===== config.mk =====
export PLATFORM = sky130hd
export DESIGN_NAME = pcb_pin_ctrl
export DESIGN_NICKNAME = d
export VERILOG_FILES = /design/src/shared/pcb_pkg.sv /design/src/shared/pcb_evt_if.sv /design/src/hdl/pcb_event_detect.sv /design/src/hdl/pcb_pin_ctrl.sv
export SDC_FILE = /design/constraint.sdc
export NUM_CORES = 1
export LEC_CHECK = 0
export BUFFER_PORTS_ARGS = -buffer_cell sky130_fd_sc_hd__buf_2
export CAP_MARGIN = 20
export CORE_ASPECT_RATIO = 2
export CORE_MARGIN = 4
export CORE_UTILIZATION = 44
export DETAILED_ROUTE_END_ITERATION = 12
export PLACE_DENSITY = 0.81
export SLEW_MARGIN = 20
export SYNTH_ARGS = -nofsm -noshare
export SYNTH_HDL_FRONTEND = slang
export SYNTH_SLANG_ARGS = --single-unit

===== constraint.sdc =====
create_clock -name clock -period 2.6 [get_ports clock]
set_input_delay 0.13 -clock clock [delete_from_list [all_inputs] [get_ports clock]]
set_output_delay 0.13 -clock clock [all_outputs]
set_load 0.02 [all_outputs]

===== src/shared/pcb_pkg.sv =====
`default_nettype none
package pcb_pkg;
   // register byte offsets on the local register port
   localparam logic [7:0] PCB_OFF_CFG = 8'h00;
   localparam logic [7:0] PCB_OFF_STAT = 8'h04;
   localparam logic [7:0] PCB_OFF_MASK = 8'h08;
   // pin configuration field positions
   localparam int PCB_BIT_OD = 8;
   localparam int PCB_BIT_EDGE = 7;
   localparam int PCB_DET_HI = 6;
   localparam int PCB_DET_LO = 4;
   localparam int PCB_PWR_HI = 3;
   localparam int PCB_PWR_LO = 2;
   // reset values: detection 0000 means low level sensitive
   localparam logic [6:0] PCB_CFG_RST = 7'h00;
   localparam logic [1:0] PCB_STAT_RST = 2'h0;
   localparam logic [1:0] PCB_MASK_RST = 2'h0;
   // status and mask bit positions
   localparam int PCB_ST_EVT = 0;
   localparam int PCB_ST_GATE = 1;
   // power well select codes
   localparam logic [1:0] PCB_PWR_STANDBY = 2'h0;
   localparam logic [1:0] PCB_PWR_MAIN = 2'h1;
   // {edge enable, detection} codes
   localparam logic [3:0] PCB_DET_LOW = 4'h0;
   localparam logic [3:0] PCB_DET_HIGH = 4'h1;
   localparam logic [3:0] PCB_DET_OFF = 4'h4;
   localparam logic [3:0] PCB_DET_RISE = 4'hD;
   localparam logic [3:0] PCB_DET_FALL = 4'hE;
   localparam logic [3:0] PCB_DET_BOTH = 4'hF;

   typedef enum {
      PCB_M_NONE, PCB_M_LOW, PCB_M_HIGH, PCB_M_RISE, PCB_M_FALL, PCB_M_BOTH
   } pcb_mode_e;

   // detect code to mode; reserved codes raise nothing
   function automatic pcb_mode_e pcb_decode(input logic [3:0] code);
      pcb_mode_e m;
      m = PCB_M_NONE;
      case (code)
         PCB_DET_LOW: m = PCB_M_LOW;
         PCB_DET_HIGH: m = PCB_M_HIGH;
         PCB_DET_RISE: m = PCB_M_RISE;
         PCB_DET_FALL: m = PCB_M_FALL;
         PCB_DET_BOTH: m = PCB_M_BOTH;
         default: m = PCB_M_NONE;
      endcase
      return m;
   endfunction

   // true for the edge triggered modes only
   function automatic logic pcb_is_edge(input logic [3:0] code);
      pcb_mode_e m;
      m = pcb_decode(code);
      return (m == PCB_M_RISE) || (m == PCB_M_FALL) || (m == PCB_M_BOTH);
   endfunction
endpackage
`default_nettype wire


===== src/shared/pcb_evt_if.sv =====
`default_nettype none
interface pcb_evt_if;
   logic pad_in;
   logic invert;
   logic analog;
   logic [3:0] det_code;
   logic event_pulse;
   modport ctrl (output pad_in, output invert, output analog, output det_code,
      input event_pulse);
   modport det (input pad_in, input invert, input analog, input det_code,
      output event_pulse);
endinterface
`default_nettype wire


===== src/hdl/pcb_event_detect.sv =====
`default_nettype none
module pcb_event_detect (
   // clock and reset
   input wire logic clock,
   input wire logic rst_n,
   // detection channel
   pcb_evt_if.det evt
);
   import pcb_pkg::*;

   logic sync_a;
   logic sync_b;
   logic prev_sense;
   logic fill_a;
   logic sync_ok; // sync_b holds a real pin sample
   logic prev_ok; // prev_sense holds a real pin sample
   logic event_q;
   pcb_mode_e mode;
   wire logic sense;
   wire logic rise;
   wire logic fall;
   logic next_event;

   // sense inversion for alternate functions
   assign sense = sync_b ^ evt.invert;
   assign rise = sense & ~prev_sense & prev_ok;
   assign fall = ~sense & prev_sense & prev_ok;
   assign mode = pcb_decode(evt.det_code);
   assign evt.event_pulse = event_q;

   // two flop sync of the pin input
   always_ff @(posedge clock) begin
      if (!rst_n) begin
         sync_a <= 1'b0;
         sync_b <= 1'b0;
         prev_sense <= 1'b0;
      end else begin
         sync_a <= evt.pad_in;
         sync_b <= sync_a;
         prev_sense <= sense;
      end
   end

   // fill flags: the reset zeros in the sync flops are not pin
   // samples, so a pulled-up pad would otherwise show a false event
   always_ff @(posedge clock) begin
      if (!rst_n) begin
         fill_a <= 1'b0;
         sync_ok <= 1'b0;
         prev_ok <= 1'b0;
      end else begin
         fill_a <= 1'b1;
         sync_ok <= fill_a;
         prev_ok <= sync_ok;
      end
   end

   // event per detect mode, input sampled whatever the mux
   always_comb begin
      next_event = 1'b0;
      case (mode)
         PCB_M_LOW: next_event = ~sense;
         PCB_M_HIGH: next_event = sense;
         PCB_M_RISE: next_event = rise;
         PCB_M_FALL: next_event = fall;
         PCB_M_BOTH: next_event = rise | fall;
         default: next_event = 1'b0;
      endcase
      // analog functions give no input sample; nor does a filling sync
      if (evt.analog || !sync_ok) begin
         next_event = 1'b0;
      end
   end

   // event register
   always_ff @(posedge clock) begin
      if (!rst_n) begin
         event_q <= 1'b0;
      end else begin
         event_q <= next_event;
      end
   end

   a_rise_event: assert property (@(posedge clock) disable iff (!rst_n)
      (mode == PCB_M_RISE && !evt.analog && rise) |=> event_q)
      else $error("rising edge gave no event");
   a_edge_single: assert property (@(posedge clock) disable iff (!rst_n)
      (mode == PCB_M_BOTH && event_q && $stable(sense)) |=> !event_q)
      else $error("edge event longer than one cycle");
   a_analog_quiet: assert property (@(posedge clock) disable iff (!rst_n)
      evt.analog |=> !event_q)
      else $error("event on analog function");
   a_low_level: assert property (@(posedge clock) disable iff (!rst_n)
      (mode == PCB_M_LOW && !evt.analog && sync_ok) |=> (event_q == !$past(sense)))
      else $error("low level event wrong");
   a_off_quiet: assert property (@(posedge clock) disable iff (!rst_n)
      (mode == PCB_M_NONE) |=> !event_q)
      else $error("event while detection disabled");
endmodule
`default_nettype wire


===== src/hdl/pcb_pin_ctrl.sv =====
// Overview of operation
// Configuration bit 8 picks push-pull (0) or open-drain (1) output drive.
// The drive style applies to every muxed function unless the pin is exempt.
// Configuration bit 7 enables edge detection for the pin.
// Bits 6:4 with the edge enable choose which pin condition raises the event.
// The pin input is sampled for events even when an alternate function owns it.
// Analog functions provide no input sample, so they raise no events.
// Bits 3:2 select an emulated power well; the pin tristates while it is off.
// Well code 00 tristates the output while the standby well good signal is low.
// Well code 01 tristates the output while main well power good is low.
// Firmware must not write the reserved well codes 10 and 11.
// Codes 0000 low, 0001 high, 0100 off, 1101 rise, 1110 fall, 1111 either edge.
// Only edge modes may request a ring wake, and only with the aggregator enabled.
// Polarity set with a non-GPIO mux selection inverts the detection sense.
// Edges are found after a two flop sync and give a one cycle event each.
// Open-drain drives low for a zero and releases the pad for a one.
//
// Decided for this implementation: strobed register access and the placing of the registers.
`default_nettype none
module pcb_pin_ctrl #(
   parameter bit OD_EXEMPT = 1'b0
) (
   // clock and reset
   input wire logic clock,
   input wire logic rst_n,
   // register port
   input wire logic [7:0] reg_addr,
   input wire logic [31:0] reg_wdata,
   input wire logic reg_wr,
   input wire logic reg_rd,
   output logic [31:0] reg_rdata,
   // selected function and neighbouring fields
   input wire logic [1:0] mux_sel,
   input wire logic polarity,
   input wire logic func_out,
   input wire logic func_oe,
   input wire logic func_analog,
   // power well indications
   input wire logic standby_well_good,
   input wire logic main_well_power_good,
   // pad
   input wire logic pad_in,
   output logic pad_out,
   output logic pad_oe,
   // aggregator side
   input wire logic agg_irq_enable,
   output logic pin_event,
   output logic ring_wake_req,
   output logic irq
);
   import pcb_pkg::*;

   ////////////////////////////////////////////////////////////////////////////
   // registers

   // only bits 8:2 are stored here; the other fields of the pin word sit in
   // neighbouring blocks, so they read back as zero from this port
   logic [6:0] cfg; // configuration bits 8:2
   logic [1:0] status;
   logic [1:0] mask;
   logic gated_q;

   wire logic od_bit;
   wire logic edge_en;
   wire logic [2:0] det_field;
   wire logic [3:0] det_code;
   wire logic [1:0] pwr_sel;

   // field extraction from the stored bits 8:2
   assign od_bit = cfg[PCB_BIT_OD - PCB_PWR_LO];
   assign edge_en = cfg[PCB_BIT_EDGE - PCB_PWR_LO];
   assign det_field = cfg[PCB_DET_HI - PCB_PWR_LO:PCB_DET_LO - PCB_PWR_LO];
   assign det_code = {edge_en, det_field};
   assign pwr_sel = cfg[PCB_PWR_HI - PCB_PWR_LO:0];

   // address decode
   wire logic sel_cfg;
   wire logic sel_stat;
   wire logic sel_mask;
   assign sel_cfg = (reg_addr == PCB_OFF_CFG);
   assign sel_stat = (reg_addr == PCB_OFF_STAT);
   assign sel_mask = (reg_addr == PCB_OFF_MASK);

   // configuration and mask writes
   always_ff @(posedge clock) begin
      if (!rst_n) begin
         cfg <= PCB_CFG_RST;
         mask <= PCB_MASK_RST;
      end else if (reg_wr && sel_cfg) begin
         cfg <= reg_wdata[PCB_BIT_OD:PCB_PWR_LO];
      end else if (reg_wr && sel_mask) begin
         mask <= reg_wdata[1:0];
      end
   end

   // idle cycles read zero, so a stale word never lingers on the shared bus
   // read data, one cycle after the strobe, zero otherwise
   wire logic [31:0] rd_word;
   assign rd_word = sel_cfg ? {23'h000000, cfg, 2'h0} :
                    sel_stat ? {30'h00000000, status} :
                    sel_mask ? {30'h00000000, mask} : 32'h00000000;

   always_ff @(posedge clock) begin
      if (!rst_n) begin
         reg_rdata <= 32'h00000000;
      end else begin
         reg_rdata <= reg_rd ? rd_word : 32'h00000000;
      end
   end

   ////////////////////////////////////////////////////////////////////////////
   // event detection

   pcb_evt_if evt ();
   wire logic det_event;

   // input path always fed, whatever the mux
   assign evt.pad_in = pad_in;
   // invert only for alternate functions
   assign evt.invert = polarity && (mux_sel != 2'h0);
   assign evt.analog = func_analog;
   // edge enable joins the detection field
   assign evt.det_code = det_code;
   assign det_event = evt.event_pulse;

   // the detector sees the raw pad level, so alternate functions raise events
   // too; polarity is applied there to the synchronised sample
   // detector chooses the raising condition
   pcb_event_detect u_det (
      .clock(clock),
      .rst_n(rst_n),
      .evt(evt)
   );

   ////////////////////////////////////////////////////////////////////////////
   // pad drive and power gating

   wire logic od_eff;
   wire logic gated;
   logic next_pad_oe;
   logic next_pad_out;

   // an exempt pin keeps push-pull drive whatever the stored style bit says
   // one drive style for all functions unless exempt
   assign od_eff = od_bit && !OD_EXEMPT;

   // gating follows the well levels through the pad register, so a pad may
   // still drive for one cycle after its well is reported off
   // selected well off tristates; reserved codes never gate
   assign gated = ((pwr_sel == PCB_PWR_STANDBY) && !standby_well_good) ||
                  ((pwr_sel == PCB_PWR_MAIN) && !main_well_power_good);

   // open drain never drives a one: the high level is left to the board pull-up
   // push-pull drives both levels, open drain only pulls low
   always_comb begin
      next_pad_out = func_out;
      next_pad_oe = func_oe;
      if (od_eff) begin
         next_pad_out = 1'b0;
         next_pad_oe = func_oe && !func_out;
      end
      // well loss wins over any drive
      if (gated) begin
         next_pad_oe = 1'b0;
      end
   end

   // pad registers
   always_ff @(posedge clock) begin
      if (!rst_n) begin
         pad_out <= 1'b0;
         pad_oe <= 1'b0;
         gated_q <= 1'b0;
      end else begin
         pad_out <= next_pad_out;
         pad_oe <= next_pad_oe;
         gated_q <= gated;
      end
   end

   ////////////////////////////////////////////////////////////////////////////
   // interrupt status, mask and outputs

   wire logic [1:0] st_set;
   wire logic [1:0] st_clr;
   wire logic [1:0] next_status;
   wire logic edge_mode;

   // status bit 1 marks the moment the pad became gated, not the level, so
   // firmware gets one sticky report per well loss
   assign st_set = {gated && !gated_q, det_event};
   assign st_clr = (reg_wr && sel_stat) ? reg_wdata[1:0] : 2'h0;
   // set wins over a clear in the same cycle
   assign next_status = (status & ~st_clr) | st_set;
   assign edge_mode = pcb_is_edge(det_code);

   // sticky status
   always_ff @(posedge clock) begin
      if (!rst_n) begin
         status <= PCB_STAT_RST;
      end else begin
         status <= next_status;
      end
   end

   // irq and wake are built from the next status so they rise with the sticky
   // bit and never lag it by a cycle
   // irq level, event copy and ring wake request
   always_ff @(posedge clock) begin
      if (!rst_n) begin
         irq <= 1'b0;
         pin_event <= 1'b0;
         ring_wake_req <= 1'b0;
      end else begin
         irq <= |(next_status & mask);
         pin_event <= det_event;
         // wake only from edge modes with the aggregator enabled
         ring_wake_req <= edge_mode && agg_irq_enable && next_status[PCB_ST_EVT];
      end
   end

   ////////////////////////////////////////////////////////////////////////////
   // checks

   a_od_release: assert property (@(posedge clock) disable iff (!rst_n)
      (od_eff && func_out) |=> !pad_oe)
      else $error("open drain drove a one");
   a_od_low: assert property (@(posedge clock) disable iff (!rst_n)
      (od_eff && func_oe && !func_out && !gated) |=> (pad_oe && !pad_out))
      else $error("open drain failed to pull low");
   a_pp_drive: assert property (@(posedge clock) disable iff (!rst_n)
      (!od_bit && func_oe && !gated) |=> (pad_oe && pad_out == $past(func_out)))
      else $error("push pull drive wrong");
   a_well_standby: assert property (@(posedge clock) disable iff (!rst_n)
      (pwr_sel == PCB_PWR_STANDBY && !standby_well_good) |=> !pad_oe)
      else $error("pad driven with standby well off");
   a_well_main: assert property (@(posedge clock) disable iff (!rst_n)
      (pwr_sel == PCB_PWR_MAIN && !main_well_power_good) |=> !pad_oe)
      else $error("pad driven with main well off");
   a_event_sticky: assert property (@(posedge clock) disable iff (!rst_n)
      det_event |=> status[PCB_ST_EVT])
      else $error("event lost from status");
   a_wake_edge_only: assert property (@(posedge clock) disable iff (!rst_n)
      (!edge_mode || !agg_irq_enable) |=> !ring_wake_req)
      else $error("wake request outside edge mode");
   a_irq_masked: assert property (@(posedge clock) disable iff (!rst_n)
      (mask == 2'h0 && $stable(mask)) |=> !irq)
      else $error("interrupt with all masked");

   // register port and configuration fields
   a_cfg_od_write: assert property (@(posedge clock) disable iff (!rst_n)
      (reg_wr && sel_cfg) |=> (od_bit == $past(reg_wdata[PCB_BIT_OD])))
      else $error("drive style bit not written");
   a_cfg_edge_write: assert property (@(posedge clock) disable iff (!rst_n)
      (reg_wr && sel_cfg) |=> (edge_en == $past(reg_wdata[PCB_BIT_EDGE])))
      else $error("edge enable bit not written");
   a_cfg_det_write: assert property (@(posedge clock) disable iff (!rst_n)
      (reg_wr && sel_cfg) |=> (det_field == $past(reg_wdata[PCB_DET_HI:PCB_DET_LO])))
      else $error("detection field not written");
   a_cfg_well_write: assert property (@(posedge clock) disable iff (!rst_n)
      (reg_wr && sel_cfg) |=> (pwr_sel == $past(reg_wdata[PCB_PWR_HI:PCB_PWR_LO])))
      else $error("well field not written");
   a_cfg_readback: assert property (@(posedge clock) disable iff (!rst_n)
      (reg_rd && sel_cfg) |=> (reg_rdata[PCB_BIT_OD:PCB_PWR_LO] == $past(cfg)))
      else $error("configuration read back wrong");
   a_rdata_idle: assert property (@(posedge clock) disable iff (!rst_n)
      !reg_rd |=> (reg_rdata == 32'h00000000))
      else $error("read data outside a read cycle");

   // pad drive for every function and well state
   a_pp_low: assert property (@(posedge clock) disable iff (!rst_n)
      (!od_eff && func_oe && !func_out && !gated) |=> (pad_oe && !pad_out))
      else $error("push pull failed to drive low");
   a_pp_high: assert property (@(posedge clock) disable iff (!rst_n)
      (!od_eff && func_oe && func_out && !gated) |=> (pad_oe && pad_out))
      else $error("push pull failed to drive high");
   a_no_request: assert property (@(posedge clock) disable iff (!rst_n)
      !func_oe |=> !pad_oe)
      else $error("pad driven without a request");
   a_od_out_zero: assert property (@(posedge clock) disable iff (!rst_n)
      od_eff |=> !pad_out)
      else $error("open drain data not low");
   a_od_any_func: assert property (@(posedge clock) disable iff (!rst_n)
      (od_eff && (mux_sel != 2'h0) && func_out) |=> !pad_oe)
      else $error("alternate function drove a one in open drain");
   a_gate_wins: assert property (@(posedge clock) disable iff (!rst_n)
      gated |=> !pad_oe)
      else $error("pad driven while its well is off");

   // event, status, interrupt and wake paths
   a_event_copy: assert property (@(posedge clock) disable iff (!rst_n)
      1'b1 |=> (pin_event == $past(det_event)))
      else $error("pin event does not follow the detector");
   a_gate_status: assert property (@(posedge clock) disable iff (!rst_n)
      (gated && !gated_q) |=> status[PCB_ST_GATE])
      else $error("well loss not recorded");
   a_clear_works: assert property (@(posedge clock) disable iff (!rst_n)
      (reg_wr && sel_stat && reg_wdata[PCB_ST_EVT] && !det_event) |=> !status[PCB_ST_EVT])
      else $error("event status not cleared");
   a_irq_level: assert property (@(posedge clock) disable iff (!rst_n)
      irq == |(status & $past(mask)))
      else $error("interrupt level does not match status");
   a_wake_needs_event: assert property (@(posedge clock) disable iff (!rst_n)
      ring_wake_req |-> status[PCB_ST_EVT])
      else $error("wake request without a pending event");
   a_wake_on_edge: assert property (@(posedge clock) disable iff (!rst_n)
      (edge_mode && agg_irq_enable && det_event) |=> ring_wake_req)
      else $error("edge event gave no wake request");
endmodule
`default_nettype wire


# After elaboration in Yosys (flattened, before gate mapping)
# Index checks and enable logic that the tools add are counted.
[classes] reduce_logical=31 eq_ne=15 mux=8 bitwise_logic=15
[op_table] op="$eq 32x4->1 const B" n=2
[op_table] op="$eq 32x3->1 const B" n=1
[op_table] op="$pmux 3 s5" n=1
[op_table] op="$eq 4x4->1 const B" n=3
[op_table] op="$logic_and 1x1->1" n=10
[op_table] op="$mux 9" n=1
[op_table] op="$eq 8x3->1 const B" n=1
[op_table] op="$eq 8x4->1 const B" n=1
[op_table] op="$logic_not 8->1" n=1
[op_table] op="$reduce_or 2->1" n=4
[op_table] op="$eq 3x2->1 const B" n=2
[op_table] op="$eq 3x3->1 const B" n=2
[op_table] op="$mux 2" n=3
[op_table] op="$logic_not 1->1" n=5
[op_table] op="$not 1->1" n=5
[op_table] op="$pmux 1 s5" n=1
[op_table] op="$and 1x1->1" n=4
[op_table] op="$and 2x2->2" n=2
[op_table] op="$eq 4x1->1 const B" n=1
[op_table] op="$logic_not 4->1" n=1
[op_table] op="$logic_or 1x1->1" n=4
[op_table] op="$reduce_and 2->1" n=2
[op_table] op="$reduce_or 4->1" n=1
[op_table] op="$eq 3x1->1 const B" n=1
[op_table] op="9 further kinds" n=10
[word_totals] input_bits=54 regBits=56 out_inout_bits=37 word_cells=88

# Depth between registers and ports, before layout
# Gate-level depths: netlist (run 1).
[depth] word_depth=8 depth_mapped=4 ltp_nobuf=4

# Hierarchy
# A second synthesis (run 1) with hierarchy kept.
[hier_totals] hier_cells=130 area_unflattened_um2=1370.1
[modules_own_cells] module="pcb_pin_ctrl" cells_per_inst=110 area_each_um2=1129.8 seq_area_each_um2=520.5 instances=1
[modules_own_cells] module="pcb_event_detect" cells_per_inst=20 area_each_um2=240.2 seq_area_each_um2=140.1 instances=1

# Worst setup path before layout (run 1)
# OpenSTA, ideal clock, no wires.
[synth_path] kind="reg-to-reg" start="reg cfg[3]" end="reg u_det.event_q, in the netlist u_det.evt.event_pulse" stages_incl_launch_ff=4 t_arrival_ns=1.082 setup_slack_ns=1.427 n_path_buf=0 required_ns=2.509 synth_period_minus_slack_ns=1.173 setup_time_ns=0.091 cell_sequence="dfxtp_1 > or3_1 > o221ai_1 > nor4bb_1"
[synth_between] elab_chain_cells=4 elab_cells_between_ends=12 classes_between="eq/ne (9); mux (2); reduce/logical (1)"
[synth_lines] item="start: declaration" line="pcb_pin_ctrl.sv:58" text="logic [6:0] cfg;"
[synth_lines] item="start signal: assignment" line="pcb_pin_ctrl.sv:90" text="cfg <= reg_wdata[PCB_BIT_OD:PCB_PWR_LO];"
[synth_lines] item="$eq 4x4->1 (tied with other cells)" line="pcb_pkg.sv:40" text="case (code)"
[synth_lines] item="$pmux 3 s5 (*)" line="pcb_pkg.sv:40"
[synth_lines] item="$eq 3x3->1 (tied with other cells)" line="pcb_event_detect.sv:61" text="case (mode)"
[synth_lines] item="$pmux 1 s5 (*)" line="pcb_event_detect.sv:61"
[synth_lines] item="end signal: assignment" line="pcb_event_detect.sv:80" text="event_q <= next_event;"
[synth_lines] item="end: declaration" line="pcb_event_detect.sv:17" text="logic event_q;"
# Every way passes the cells marked *; elsewhere a longest branch is shown, timed or not.
# A chain may end at the register's enable or synchronous reset.

# Worst setup path in the final report (run 1)
# Ends and elaborated chain as after synthesis.

==> impl_metrics.ini, run 1 <==
[place]
pre_cts_ws_ps = 1110
gp_congestion = 0.781
placed_area_sq_mm = 0.00152
dp_hpwl_mm = 1.97
place.detailed.instances = 202
portBuffers = 44

[clocking]
cts_tree = yes
hold_buffers = 0
cts_setup_buffers = 0
numCtsBuffers = 5
clockRootBuffer = clkbuf_8
cts_buffer_depth = 2
clkLatencyLatePin_ps = 280
numClockSinks = 33
clkTransAtPathRegs_ps = 60
cts-htree-levels = 2
cts_resized = 0

[grt]
grt_max_degree = 24
grt_pass1_wl_mm = 3.86
grt_remaining_overflow = 0
track_usage_pct = 13.5
antenna_found_initial = 0
grt_pass1_vias = 986

[die]
num_rows = 28
fp.dieW_um = 47.3
die_y_um = 86.5
core-area_sq_mm = 0.00298
ioPinCount = 91
dieArea_sq_mm = 0.00409
start_util_pct = 45.5

[logic_synthesis]
yosys.area.top_type = dfxtp_1
syn_avg_cell_area_sq_um = 10.4
synth-edff-count = 0
synthesis.area_sq_mm = 0.00136
yosys_warnings = 0
synth_ff_type = dfxtp_1
ys_seq_area_share_pct = 48.7
synth.top_cells.by_count = 33 x dfxtp_1, 23 x buf_4, 13 x and2_1
synth_area_leaders = dfxtp_1 49%, buf_4 13%, mux2i_1 6.6%
synth_seq_cells = 33
synth.top_cell.area_share_pct = 48.7
synth_cells = 131
synth_most_common_cell = dfxtp_1
synth_cell_types = 32
async_reset_ff_share_pct = 0

[power_and_ir_drop]
p_comb_share_pct = 8.0
sw_frac_of_total_pct = 22.0
power_density_mw_per_mm2 = 674
clkPwrFrac_pct = 44.8
p_seq_share_pct = 47.2
p_int_mw = 0.858
p_switching_mw = 0.241
p_leak_nw = 0.820
peakVddDrop_mv = 0.452
power_mw = 1.10

[hold_path]
hp-class = input pin to flop
holdPathEnd = u_det.evt.event_pulse$_SDFF_PP0_
min_path_cells = 2
min_from = func_analog

[critical_path]
path_class = flop to flop
reg2reg_slack_ps = 1320
r2r_cells = 3
cp_slowest_cell = or3_1
cp_cell_sequence = or3_1 -> o221ai_1 -> nor4bb_1
crit_arrival_ps = 1470
path_max_fanout = 5
cp.buffers_inverters = 0
slowest_delay_ps = 390
crit_path_start_kind = flop
worstPathRequired_ps = 2790
r2r_start = cfg[3]$_SDFFE_PN0P_
worstSetupEndpointType = flop
critPathTopFamily = simple AND/OR/NAND/NOR gates
timing.rr.end = u_det.evt.event_pulse$_SDFF_PP0_

[routing]
vias = 997
viasPerCell = 4.75
wl_per_cell_um = 11.9
ant_nets = 0
initialDrtViolationCount = 6
wl_mm = 2.51
firstDrtPassIters = 2
drc = 0

[cells_and_area]
n_antenna_cell = 0
area_growth_pct = 20.3
drive_above_1_share_pct = 31.7
stdcell_area_sq_mm = 0.00163
num-nets-final = 233
instances_no_fill = 210

[flow_run]
cap_violations = 0

[sta]
setup_violations = 0
maxClockFrequency_mhz = 778
period_needed_ps = 1280
rsz0062_at_grt = no
layout_setup_ws_ps = 1320
fin_crit_sh_pct = 49.4
tns_ps = 0
fin_skew_ps = 4.59
hold_viol = 0
slew_viol_final = 0

[outcome]
outcome = finished clean
-- stage by stage --
| stage | util (%) | hold slack, ps |
|---|---|---|
| 6_report | 54.8 | 17.1 |
| 4_1_cts | 54.8 | 13.1 |
| 3_5_place_dp | 50.9 | 318 |
| 2_1_floorplan | - | 158 |
| 5_1_grt | 54.8 | 1.67 |
| 3_3_place_gp | 50.9 | 318 |
-- cells by family after synthesis --
group | after synthesis | synth area share, %
and+or+nand+nor | 48 | 23.3
muxes | 9 | 6.64
AOI/OAI and AO/OA | 13 | 6.73
buffers and inverters | 26 | 13.7
DFF | 33 | 48.7
xor gates and xnor gates | 1 | 0.646
other | 1 | 0.276
-- cell usage in the layout (no fill, tap or decap), drive strengths merged, types with 2 or more instances in the layout --
cell,n
buf,44
dfxtp,33
conb,23
and2,13
nor2b,13
mux2i,9
clkbuf,7
nor2,6
nand2,4
nand3,4
o21ai,3
a22oi,2
a211oi,2
nor3b,2
-- routing by layer --
metal | global-route usage (%) | vias to the layer above | wire [um]
met4 | 10.8 | 0 | 119
met1 | 11.1 | 450 | 776
met2 | 23.2 | 50 | 1340
met5 | 0 | - | 0
li1 | - | 486 | -
met3 | 4.99 | 11 | 272
-- worst max path at each step --
| stage | from | endpoint | slack [ps] | cells after the start |
|---|---|---|---|---|
| after global placement | reg_addr[5] | reg_rdata[5]$_SDFF_PN0_ | 1140 | 5 |
| after global routing | cfg[3]$_SDFFE_PN0P_ | u_det.evt.event_pulse$_SDFF_PP0_ | 1240 | 3 |
| final | cfg[3]$_SDFFE_PN0P_ | u_det.evt.event_pulse$_SDFF_PP0_ | 1320 | 3 |
| after detailed placement | reg_addr[5] | reg_rdata[2]$_SDFF_PN0_ | 1110 | 5 |
| after floorplan | cfg[3]$_SDFFE_PN0P_ | u_det.evt.event_pulse$_SDFF_PP0_ | 1430 | 3 |
| after CTS | cfg[3]$_SDFFE_PN0P_ | u_det.evt.event_pulse$_SDFF_PP0_ | 1290 | 3 |
-- sequential cells by signal, indices dropped and copies added, names as in the netlist, 2 cells and up --
name,cells
reg_rdata,9
mask,2
status,2
cfg,7
-- power by group through the flow --
stage	Combinational [mW]	Clock (mW)	Sequential, mW
6_report	0.0884	0.492	0.519
5_1_grt	0.0964	0.532	0.519
4_1_cts	0.0883	0.506	0.518
3_5_place_dp	0.0879	0	0.530
3_3_place_gp	0.0870	0	0.529
2_1_floorplan	0.0798	0	0.531
-- area by class of cell --
class | count | area [sq um]
repair buffers | 44 | 220
well taps | 30 | 37.5
inverters | 1 | 3.75
flip-flops and latches | 33 | 661
clock buffers | 7 | 86.3
multi-input cells | 94 | 593
clock inverters | 1 | 30.0
fillers | 290 | 1350
No activity file was read; power rests on OpenSTA's default activity.
==> run 2: changes to the inputs <==
--- a/config.mk
+++ b/config.mk
@@ -9,9 +9,9 @@
 export CAP_MARGIN = 20
 export CORE_ASPECT_RATIO = 2
 export CORE_MARGIN = 4
-export CORE_UTILIZATION = 44
+export CORE_UTILIZATION = 37
 export DETAILED_ROUTE_END_ITERATION = 12
-export PLACE_DENSITY = 0.81
+export PLACE_DENSITY = 0.72
 export SLEW_MARGIN = 20
 export SYNTH_ARGS = -nofsm -noshare
 export SYNTH_HDL_FRONTEND = slang
==> constraint.sdc (replaced) <==
create_clock -name clock -period 1.1 [get_ports clock]
set_input_delay 0.055 -clock clock [delete_from_list [all_inputs] [get_ports clock]]
set_output_delay 0.055 -clock clock [all_outputs]
set_load 0.02 [all_outputs]
==> impl_metrics.ini, run 2 (synthesized netlist as in run 1, its figures left out) <==
[critical_path]
worstSetupEndpointType = flop
worstPathRequired_ps = 1290
crit_path_start_kind = flop
path_max_fanout = 2
crit_arrival_ps = 1390
cp_slowest_cell = or3_4
slowest_delay_ps = 390
critPathTopFamily = simple AND/OR/NAND/NOR gates
cp_cell_sequence = or3_4 -> o21ai_2 -> a21oi_2 -> nor4bb_2
r2r_cells = 4
path_class = flop to flop
cp.buffers_inverters = 0
cp.depth = 4

[cells_and_area]
n_antenna_cell = 0
largest_register = reg_rdata
mostFrequentLayoutCell = buf_2
largest_registers = reg_rdata (9), cfg (7)
num-nets-final = 248
largest_reg_flops = 9
drive_above_1_share_pct = 41.5
area_growth_pct = 33.4
final_cell_mix = 44 x buf_2, 30 x dfxtp_1, 23 x conb_1

[place]
dp_hpwl_mm = 2.15
gp_congestion = 0.728
pre_cts_ws_ps = -248
portBuffers = 44

[grt]
grt_pass1_wl_mm = 4.10
grt_pass1_vias = 992
grt_remaining_overflow = 0
antenna_found_initial = 0
grt_max_degree = 16
track_usage_pct = 11.8

[sta]
period_needed_ps = 1190
hold_viol = 0
slew_viol_final = 0
hold_ws_ps = 33.4
setup_violations = 2
maxClockFrequency_mhz = 838
layout_setup_ws_ps = -93.1
rsz0062_at_grt = yes
fin_skew_ps = 4.63
fin_crit_sh_pct = 108

[hold_path]
hp-class = input pin to flop
min_path_cells = 3

[clocking]
cts_setup_buffers = 0
numClockSinks = 33
numCtsBuffers = 5
cts-htree-levels = 2
clkLatencyLatePin_ps = 280
clockRootBuffer = clkbuf_8
cts_buffer_depth = 2
clkTransAtPathRegs_ps = 60
cts_tree = yes

[routing]
drc = 0
firstDrtPassIters = 3
viasPerCell = 4.30
wl_mm = 2.69
vias = 1045
initialDrtViolationCount = 9
ant_nets = 0
wl_per_cell_um = 11.1

[outcome]
outcome = complete, but fails checks
violations = negative setup slack

[power_and_ir_drop]
p_leak_nw = 0.891
power_density_mw_per_mm2 = 1350
peakVddDrop_mv = 0.707

[flow_run]
cap_violations = 0

[die]
fp.dieW_um = 50.8
core-area_sq_mm = 0.00345
ioPinCount = 91
dieArea_sq_mm = 0.00476
start_util_pct = 39.3
num_rows = 30
die_y_um = 93.6
==> run 2: timing repair <==
item / 4_1_cts / 5_1_grt
pin swaps: 5 / 3
endpoints found under the setup margin: 5 / 3
hold buffers: 4 / 0
hold endpoints to repair: 4 / 0
gates resized for setup: 3 / 8
==> run 2: worst min-delay path, cell delays in order <==
cell	delay [ps]
buf_2	80
mux2i_1	50
nor2b_1	90
==> run 2: final timing paths <==
check,slack [ps],startpoint,to
setup / recovery,-90,cfg[5]$_SDFFE_PN0P_,u_det.evt.event_pulse$_SDFF_PP0_
hold / removal,30,reg_wdata[2],cfg[0]$_SDFFE_PN0P_
setup reg to reg,-90,cfg[5]$_SDFFE_PN0P_,u_det.evt.event_pulse$_SDFF_PP0_
hold reg to reg,440,u_det.sync_a$_SDFF_PN0_,u_det.sync_b$_SDFF_PN0_
==> run 2: routing by layer <==
| layer | vias to the layer above | track usage (%) | routed length (um) |
|---|---|---|---|
| met5 | - | 0 | 0 |
| met4 | 0 | 7.42 | 77 |
| met3 | 6 | 4.47 | 240 |
| met2 | 52 | 21.1 | 1460 |
| met1 | 467 | 10.8 | 904 |
| li1 | 520 | - | - |
==> run 2: where the power goes <==
part / leakage (nW) / switching (mW) / internal, mW
registers: 0.270 / 0.00857 / 1.22
logic: 0.567 / 0.147 / 0.0954
clock network: 0.0542 / 0.404 / 0.564
==> run 2: through the flow <==
stage	std cells	setup TNS (ps)	util (%)	instance area, sq um	total power, mW
3_5_place_dp	231	-2310	47.0	1620	1.48
3_3_place_gp	231	-2140	47.0	1620	1.47
6_report	243	-106	52.4	1810	2.44
4_1_cts	243	-159	51.4	1770	2.46
5_1_grt	243	-235	52.4	1810	2.54
2_1_floorplan	153	-30.4	-	1440	1.44
==> run 2: final cells by class <==
cell class | instances | area [sq um]
fillers | 338 | 1640
flip-flops and latches | 33 | 664
multi-input cells | 94 | 637
repair buffers | 59 | 343
clock buffers | 7 | 96.3
well taps | 48 | 60.1
clock inverters | 1 | 5.00
inverters | 1 | 3.75
